<file path="config.mk">
export PLATFORM = sky130hd
export DESIGN_NAME = twe_port
export DESIGN_NICKNAME = d
export VERILOG_FILES = /design/src/pkg/twe_pkg.sv /design/src/hw/twe_port.sv
export SDC_FILE = /design/constraint.sdc
export NUM_CORES = 2
export LEC_CHECK = 0
export BUFFER_PORTS_ARGS = -buffer_cell sky130_fd_sc_hd__buf_2
export CORE_MARGIN = 3
export CORE_UTILIZATION = 55
export DETAILED_ROUTE_END_ITERATION = 16
export PLACE_DENSITY = 0.7
export SLEW_MARGIN = 20
export SYNTH_ARGS = -nofsm -noshare
export SYNTH_HDL_FRONTEND = slang
export SYNTH_SLANG_ARGS = --single-unit
</file>
<file path="constraint.sdc">
create_clock -name mclk -period 8.9 [get_ports mclk]
set_input_delay 0 -clock mclk [delete_from_list [all_inputs] [get_ports mclk]]
set_output_delay 0 -clock mclk [all_outputs]
set_load 0.1 [all_outputs]
</file>
<file path="src/pkg/twe_pkg.sv">
/*
  Constants, types and field layouts shared by the three-wire serial memory port.
  Assumes a 20 MHz system clock; pins reach the block asynchronously.
*/
// How it works
// RULE1 - Sample serial input at each serial clock rise
// RULE2 - Read data changes at each serial clock rise
// RULE3 - Show ready/busy after select returns after programming
// RULE4 - Ready/busy stays until next start bit
// RULE5 - Output released while select is low
// RULE6 - Select low resets command decoding
// RULE7 - Programming cycle completes within 5 ms
// RULE8 - Host sends start, opcode, address, data
// RULE9 - One output carries read data and status
// RULE10 - Frame starts at first one; zeros ignored; ones are also ignored while busy
// RULE11 - Two-bit opcode, six-bit address, extended codes
// RULE12 - Programming blocked until enable; reads always work; a read frame is refused while busy
// RULE13 - Dummy zero, word msb first, auto increment
// RULE14 - Status low while busy, high when done
// RULE15 - Pins sampled by fast clock, edges detected
package twe_pkg;

  localparam int ADDR_W   = 6;              // Word address width
  localparam int WORD_W   = 16;             // Stored word width
  localparam int WORDS    = 64;             // Array depth
  localparam int FIFO_DEPTH = 16;           // Pending programming commands

  localparam logic [3:0] CMD_LAST  = 4'h7;  // Opcode plus address bits, less one
  localparam logic [3:0] WORD_LAST = 4'hF;  // Data bits, less one

  localparam logic [1:0] OPC_EXT   = 2'h0;  // Extended code follows
  localparam logic [1:0] OPC_WRITE = 2'h1;
  localparam logic [1:0] OPC_READ  = 2'h2;
  localparam logic [1:0] OPC_ERASE = 2'h3;
  localparam logic [1:0] EXT_DIS   = 2'h0;  // Program disable
  localparam logic [1:0] EXT_BULK_WR = 2'h1;  // Bulk write
  localparam logic [1:0] EXT_BULK_ER = 2'h2;  // Bulk erase
  localparam logic [1:0] EXT_EN    = 2'h3;  // Program enable

  localparam logic [WORD_W-1:0] ERASED_WORD = 16'hFFFF; // Erased and reset content

  // Programming time in its own unit, and the cycle count derived from it
  localparam int PROG_TIME_MS    = 5;
  localparam int MCLK_PERIOD_NS  = 50;
  localparam int PROG_CYCLES_DFLT = (PROG_TIME_MS * 1000000) / MCLK_PERIOD_NS; // Longest time: round down
  localparam int CNT_W           = 17;

  // Kinds of self-timed programming
  typedef enum logic [1:0] {
    PK_WORD  = 2'h0,
    PK_ALL   = 2'h1,
    PK_ERASE = 2'h2,
    PK_ERALL = 2'h3
  } twe_kind_t;

  // One programming command as it waits in the queue
  typedef struct packed {
    twe_kind_t          kind;
    logic [ADDR_W-1:0]  addr;
    logic [WORD_W-1:0]  data;
  } twe_prog_t;

  // Frame decoder states, one-hot
  typedef enum logic [4:0] {
    ST_IDLE = 5'h01,
    ST_CMD  = 5'h02,
    ST_DATA = 5'h04,
    ST_READ = 5'h08,
    ST_DONE = 5'h10
  } twe_state_t;

endpackage : twe_pkg

</file>
<file path="src/hw/twe_port.sv">
/*
  Serial port and array of a 64 x 16 nonvolatile memory, with a command queue.
  Assumes select, serial clock and serial input arrive asynchronously to mclk,
  and that the serial clock is far slower than mclk (a few mclk per phase).
*/

// Queue of fixed width and depth with valid and ready at both sides
module twe_fifo #(
  parameter int WIDTH = 24,
  parameter int DEPTH = 16
) (
  input  wire logic             mclk,
  input  wire logic             rst_n,
  input  wire logic             in_valid,
  output logic                  in_ready,
  input  wire logic [WIDTH-1:0] in_data,
  output logic                  out_valid,
  input  wire logic             out_ready,
  output logic      [WIDTH-1:0] out_data
);
  localparam int PW = $clog2(DEPTH);

  logic [WIDTH-1:0] store [DEPTH];   // Entry storage, no reset needed
  logic [PW-1:0]    wr_ptr;          // Next slot to fill
  logic [PW-1:0]    rd_ptr;          // Oldest slot
  logic [PW:0]      fill;            // Entries held
  logic             push;
  logic             pop;

  assign in_ready  = (fill != (PW+1)'(DEPTH));
  assign out_valid = (fill != '0);
  assign out_data  = store[rd_ptr];
  assign push      = in_valid & in_ready;
  assign pop       = out_valid & out_ready;

  // Storage write
  always_ff @(posedge mclk) begin
    if (push) begin
      store[wr_ptr] <= in_data;
    end
  end

  // Pointers and fill level
  always_ff @(posedge mclk or negedge rst_n) begin
    if (!rst_n) begin
      wr_ptr <= '0;
      rd_ptr <= '0;
      fill   <= '0;
    end else begin
      if (push) begin
        wr_ptr <= wr_ptr + 1'b1;
      end
      if (pop) begin
        rd_ptr <= rd_ptr + 1'b1;
      end
      fill <= fill + (PW+1)'(push) - (PW+1)'(pop);
    end
  end
endmodule : twe_fifo

// Device side of the serial port
module twe_port
  import twe_pkg::*;
#(
  parameter int PROG_CYCLES = PROG_CYCLES_DFLT  // Shorten in simulation
) (
  input  wire logic mclk,
  input  wire logic rst_n,
  input  wire logic dev_select,       // Select pin, active high
  input  wire logic serial_clock_in,  // Serial clock pin
  input  wire logic serial_in,        // Serial data pin
  output logic      serial_out,       // Data and ready/busy
  output logic      serial_out_oe     // High while driving serial_out
);

  // Two-stage synchronisers; first stages are read by the second only
  logic cs_m, cs_s, sclk_m, sclk_s, si_m, si_s;
  logic cs_prev;                       // Select one cycle ago
  logic sclk_prev;                     // Serial clock one cycle ago
  logic sclk_rise;                     // Serial clock rising edge
  logic cs_fall;                       // Select falling edge

  twe_state_t        state;            // Frame decoder state
  logic [3:0]        cnt;              // Bit counter in the current phase
  logic [7:0]        cmd_sr;           // Opcode and address shift
  logic [7:0]        cmd_next;         // Shift including this bit
  logic [WORD_W-1:0] data_sr;          // Write data shift
  logic [ADDR_W-1:0] addr;             // Command or read address
  logic              pend_v;           // A programming command is framed
  twe_kind_t         pend_kind;        // Its kind
  logic              prog_en;          // Programming allowed
  logic              stat_pend;        // Ready/busy is to be shown
  logic              rd_out;           // Read bit from flip-flop
  logic              start_take;       // Start bit taken this cycle
  logic              cmd_done;         // Last address bit taken
  logic              status_show;      // Output carries ready/busy
  logic              busy;             // Programming queued or running

  logic [WORD_W-1:0] mem [WORDS];      // The array itself
  logic              q_in_valid, q_in_ready, q_out_valid, q_out_ready;
  twe_prog_t         q_in, q_out;
  twe_prog_t         cur;              // Command being programmed
  logic              eng_active;       // Self-timed cycle running
  logic [CNT_W-1:0]  eng_cnt;          // Cycles left
  logic              commit;           // Array update this cycle

  // Pin synchronisers; nothing else reads the first stages
  always_ff @(posedge mclk or negedge rst_n) begin
    if (!rst_n) begin
      {cs_m, cs_s, sclk_m, sclk_s, si_m, si_s} <= '0;
    end else begin
      cs_m   <= dev_select;
      cs_s   <= cs_m;
      sclk_m <= serial_clock_in;
      sclk_s <= sclk_m;
      si_m <= serial_in;
      si_s <= si_m;
    end
  end

  // Edge detection of the synchronised select and serial clock
  always_ff @(posedge mclk or negedge rst_n) begin
    if (!rst_n) begin
      cs_prev   <= 1'b0;
      sclk_prev <= 1'b0;
    end else begin
      cs_prev   <= cs_s;
      sclk_prev <= sclk_s;
    end
  end

  assign sclk_rise  = sclk_s & ~sclk_prev;                             // RULE15
  assign cs_fall    = cs_prev & ~cs_s;                                 // RULE15
  assign busy       = eng_active | q_out_valid;
  // Starts are refused while busy, so status keeps being shown
  assign start_take = cs_s & sclk_rise & si_s & (state == ST_IDLE) & ~busy; // RULE10
  assign cmd_next   = {cmd_sr[6:0], si_s};                             // RULE1
  assign cmd_done   = cs_s & sclk_rise & (state == ST_CMD) & (cnt == CMD_LAST);

  // Frame decoder: start bit, opcode, address, data, read stream
  always_ff @(posedge mclk or negedge rst_n) begin
    if (!rst_n) begin
      state     <= ST_IDLE;
      cnt       <= '0;
      cmd_sr    <= '0;
      data_sr   <= '0;
      addr      <= '0;
      pend_v    <= 1'b0;
      pend_kind <= PK_WORD;
      rd_out    <= 1'b0;
    end else if (!cs_s) begin
      // Select low clears any half-framed command
      state  <= ST_IDLE;                                               // RULE6
      cnt    <= '0;
      pend_v <= 1'b0;
    end else if (sclk_rise) begin
      case (state)
        ST_IDLE: begin
          // Leading zeros are padding
          if (start_take) begin                                        // RULE10
            state <= ST_CMD;
            cnt   <= '0;
          end
        end
        ST_CMD: begin
          cmd_sr <= cmd_next;                                          // RULE1
          cnt    <= cnt + 1'b1;
          if (cnt == CMD_LAST) begin
            addr <= cmd_next[ADDR_W-1:0];
            cnt  <= '0;
            case (cmd_next[7:6])                                       // RULE11
              OPC_READ: begin
                state  <= ST_READ;
                rd_out <= 1'b0;                                        // RULE13
              end
              OPC_WRITE: begin
                state     <= ST_DATA;
                pend_kind <= PK_WORD;
              end
              OPC_ERASE: begin
                state     <= ST_DONE;
                pend_kind <= PK_ERASE;
                pend_v    <= 1'b1;
              end
              default: begin
                state <= ST_DONE;
                if (cmd_next[5:4] == EXT_BULK_WR) begin
                  state     <= ST_DATA;
                  pend_kind <= PK_ALL;
                end else if (cmd_next[5:4] == EXT_BULK_ER) begin
                  pend_kind <= PK_ERALL;
                  pend_v    <= 1'b1;
                end
              end
            endcase
          end
        end
        ST_DATA: begin
          data_sr <= {data_sr[WORD_W-2:0], si_s};                      // RULE8
          cnt     <= cnt + 1'b1;
          if (cnt == WORD_LAST) begin
            state  <= ST_DONE;
            pend_v <= 1'b1;
          end
        end
        ST_READ: begin
          // One bit per rise, msb first, rolling to the next word
          rd_out <= mem[addr][WORD_LAST - cnt];                        // RULE2 RULE13
          cnt    <= cnt + 1'b1;
          if (cnt == WORD_LAST) begin
            addr <= addr + 1'b1;                                       // RULE13
          end
        end
        ST_DONE: begin
          state <= ST_DONE;
        end
        default: begin
          state <= ST_IDLE;
        end
      endcase
    end
  end

  // Program enable: cleared at reset, changed only by its commands
  always_ff @(posedge mclk or negedge rst_n) begin
    if (!rst_n) begin
      prog_en <= 1'b0;                                                 // RULE12
    end else if (cmd_done && cmd_next[7:6] == OPC_EXT) begin
      if (cmd_next[5:4] == EXT_EN) begin
        prog_en <= 1'b1;                                               // RULE12
      end else if (cmd_next[5:4] == EXT_DIS) begin
        prog_en <= 1'b0;                                               // RULE12
      end
    end
  end

  // A framed programming command launches at select fall if allowed
  assign q_in_valid = cs_fall & pend_v & prog_en;                      // RULE12
  assign q_in       = '{kind: pend_kind, addr: addr, data: data_sr};

  // Status flag: set at launch, cleared by the next start bit
  always_ff @(posedge mclk or negedge rst_n) begin
    if (!rst_n) begin
      stat_pend <= 1'b0;
    end else if (q_in_valid && q_in_ready) begin
      stat_pend <= 1'b1;                                               // RULE3
    end else if (start_take) begin
      stat_pend <= 1'b0;                                               // RULE4
    end
  end

  // Shared output: status or read data, released while deselected
  assign status_show   = stat_pend & (state == ST_IDLE);              // RULE4
  assign serial_out    = status_show ? ~busy : rd_out;                 // RULE9 RULE14
  assign serial_out_oe = cs_s & (status_show | (state == ST_READ));    // RULE3 RULE5

  twe_fifo #(
    .WIDTH ($bits(twe_prog_t)),
    .DEPTH (FIFO_DEPTH)
  ) u_queue (
    .mclk      (mclk),
    .rst_n     (rst_n),
    .in_valid  (q_in_valid),
    .in_ready  (q_in_ready),
    .in_data   (q_in),
    .out_valid (q_out_valid),
    .out_ready (q_out_ready),
    .out_data  (q_out)
  );

  // Engine takes one command only when idle; starts are refused while busy, so the queue holds one at most
  assign q_out_ready = ~eng_active;
  assign commit      = eng_active & (eng_cnt == '0);

  // Self-timed programming counter
  always_ff @(posedge mclk or negedge rst_n) begin
    if (!rst_n) begin
      eng_active <= 1'b0;
      eng_cnt    <= '0;
      cur        <= '0;
    end else if (!eng_active && q_out_valid) begin
      eng_active <= 1'b1;
      eng_cnt    <= CNT_W'(PROG_CYCLES - 1);                           // RULE7
      cur        <= q_out;
    end else if (eng_active) begin
      eng_cnt <= eng_cnt - 1'b1;
      if (eng_cnt == '0) begin
        eng_active <= 1'b0;                                            // RULE7 RULE14
      end
    end
  end

  // Array words: each one updates at its own or a bulk commit
  for (genvar g = 0; g < WORDS; g++) begin : g_word
    always_ff @(posedge mclk or negedge rst_n) begin
      if (!rst_n) begin
        mem[g] <= ERASED_WORD;
      end else if (commit && (cur.kind == PK_ALL || cur.kind == PK_ERALL || cur.addr == ADDR_W'(g))) begin
        mem[g] <= (cur.kind == PK_ERASE || cur.kind == PK_ERALL) ? ERASED_WORD : cur.data;
      end
    end
  end
endmodule : twe_port

</file>
==> out/metrics.csv <==
metric,value,unit
status,finished clean,
hpwl,98140,um
cts_tree,yes,
drcViolationCount,0,
tightest_slew,1.340,ns
cts-root-buf,clkbuf_16,
tns,0,ns
grt_pass1_vias,42590,
die-area,0.1235,mm2
crit_type,reg -> reg,
place_congestion,0.8888,
drive_above_1_share,0.3344,
dieWidth,351.5,um
max-slew-margin-rel,0.1001,
swShare,0.2095,
maxSlewViolCount,0,
synth.net_count,5460,
period_needed,4.854,ns
yosysMostFrequentCell,nand2_1,
initial_utilization,0.5552,
critical_path.slowest_cell,dfrtp_4,
insertion_delay,0.77,ns
critPathCaptureType,flip-flop,
clk_path_buf_depth,3,
cp_data_arrival_time,5.47,ns
p_switching,2908,uW
cp_data_required_time,9.52,ns
ys_async_sr_fraction,0.7465,
synth_seq_cells,1515,
setup_slack,4.046,ns
grtUsageTotal,0.2801,
cpMostUsedCell,buf_4,
reg2reg_slack,4.05,ns
power.density,191.3,mW/mm2
period_share,0.5454,
p_leak,0.02379,uW
rsz0062_at_grt,no,
clock-sinks,1515,
grt_pass1_wl,262800,um
fin_nets,5280,
start_kind,flip-flop,
clk_pin_slew,0.06,ns
grt_max_degree,188,
antenna_found_initial,2,
power_frac_comb,0.012,
clockPowerShare,0.473,
drt_iter0_drc,3973,
hp-class,in -> async,
p_total,13880,uW
ios,7,
clock_skew,0.02973,ns
yosys-top-cells-area,"dfstp_2 (41%), edfxtp_1 (18%), mux4_2 (9.1%), o21ai_0 (8.2%), nand2_1 (6.7%)",
dr.pass1.iters,5,
max_freq,0.2060,GHz
seq_area_frac_synth,0.6263,
critPathMaxStageDelay,0.97,ns
synth_commonest_cells,"nand2_1 (1178), o21ai_0 (1071), dfstp_2 (1025)",
vdd_drop_max,0.0001782,V
coreArea,0.1182,mm2
synth.largest_area_cell,dfstp_2,
synth_edf_count,384,
ff2ff_path_depth,11,
synth_top_area_share,0.4103,
cts_max_level,4,
die_h,351.5,um
dpl_worst_slack,4.150,ns
wirelength,169300,um
syn2layout_area_growth,10.50,%
internal_power,10970,uW
synth_warnings,0,
setup_viol,0,
netlist_area,0.06564,mm2
drtAntennaViolNets,0,
rows,126,
synth.avg_cell_area,12.09,um2
wire_per_inst,24.48,um
hold_viol,0,
port_buffers,6,
synth.distinct_cells,64,
gr-total-overflow,0,
num_vias,42540,
n_fill_cell,9028,
crit_chain,"buf_4, or3b_2, buf_4, o22ai_1, a2111oi_2, o21ai_1, o31a_1, a2111o_1, nand4_1, a21oi_1, or3_1",
critPathMaxFanout,47,
worstReg2RegEnd,rd_out,
p_seq_frac,0.515,
synthCells,5431,
drv_cap,0,
viasPerCell,6.152,
r2r_start,addr[1],
cts-resized-gates,0,
cts_buffers,156,
ys.flop_type,dfstp_2,
## logic make-up after synthesis
kind of cell / count (synthesis) / synth area share
AO/OA/AOI/OAI: 1432 / 0.1190
buffers and inverters: 503 / 0.03204
XOR/XNOR: 16 / 0.002135
multiplexers: 529 / 0.1316
flip-flops: 1515 / 0.6263
adder cells (fa/ha/maj): 24 / 0.004689
AND/OR/NAND/NOR: 1412 / 0.08415
## through the flow
stage | cell area [um2] | instances | hold slack [ns] | util
final | 72540 | 6915 | 0.05336 | 0.6135
after global routing | 72530 | 6913 | 0.1386 | 0.6135
after CTS | 72480 | 6911 | 0.06693 | 0.6130
after detailed placement | 67180 | 6619 | 0.04390 | 0.5682
after global placement | 67160 | 6619 | 0.03714 | 0.5680
after floorplan | 65640 | 5431 | -0.2956 | -
## routing by layer
metal | wire length, um | share of wire | up-vias | GRT usage
li1 | - | - | 19030 | -
met4 | 5562 | 0.033 | 2 | 0.09930
met1 | 71920 | 0.42 | 21710 | 0.3992
met2 | 78820 | 0.47 | 1495 | 0.4327
met3 | 12950 | 0.077 | 308 | 0.05672
met5 | 13 | 0.000077 | - | 0
## state kept, by name (all words and copies together) (netlist names), 2 cells and up
| name | flops |
|---|---|
| u_queue.fill | 5 |
| mem | 1024 |
| addr | 6 |
| data_sr | 16 |
| cmd_sr | 7 |
| u_queue.rd_ptr | 4 |
| u_queue.wr_ptr | 4 |
| cnt | 4 |
| u_queue.store | 384 |
| eng_cnt | 17 |
| cur | 24 |
| state | 5 |
| pend_kind | 2 |
## worst max path at each step
stage                                      to  startpoint  cells after the start  slack [ns]
after floorplan           u_queue.store[3][0]        cs_s                      6        5.18
after global placement                 rd_out     addr[1]                     11        4.19
after detailed placement               rd_out     addr[1]                     11        4.15
after CTS                              rd_out     addr[1]                     11        4.12
after global routing                   rd_out     addr[1]                     11        3.88
final                                  rd_out     addr[1]                     11        4.05
## power groups by stage
| stage | clock [uW] | sequential, uW | combinational, uW |
|---|---|---|---|
| 2_1_floorplan | 0 | 7260 | 49.6 |
| 3_3_place_gp | 0 | 7260 | 169 |
| 3_5_place_dp | 0 | 7260 | 171 |
| 4_1_cts | 6660 | 7150 | 176 |
| 5_1_grt | 6950 | 7150 | 195 |
| 6_report | 6560 | 7150 | 170 |
## cells in the final DEF (no fill, tap or decap), types with 61 or more instances in the layout
master	count
mux4_2	265
nand2_1	1178
dfrtp_1	97
buf_4	112
nor2_1	100
o21ai_0	1055
dfstp_2	1025
clkbuf_16	156
o21ai_2	61
edfxtp_1	384
mux2i_1	241
## critical path, delay by kind of cell, from the launching register on
kind                   cells  cell delay, ns
AO/OA/AOI/OAI              6            1.37
AND/OR/NAND/NOR            3            1.08
flip-flops                 1            0.97
buffers and inverters      2            1.21
## layout make-up
cell class | instances | area [um2] | area share
tap | 1536 | 1922 | 0.02649
inverter | 27 | 101.3 | 0.001397
clock inverter | 53 | 700.7 | 0.009659
clock buffer | 231 | 4506 | 0.06211
multi-input combinational | 3413 | 22950 | 0.3164
antenna | 2 | 5.005 | 0.00006899
sequential | 1515 | 41150 | 0.5672
timing repair buffer | 138 | 1210 | 0.01668
## repair_timing
action                    4_1_cts  5_1_grt
buffers inserted                0        0
hold buffers                    8        0
hold endpoints to repair       81        0
Power figures use the tool's default switching activity.
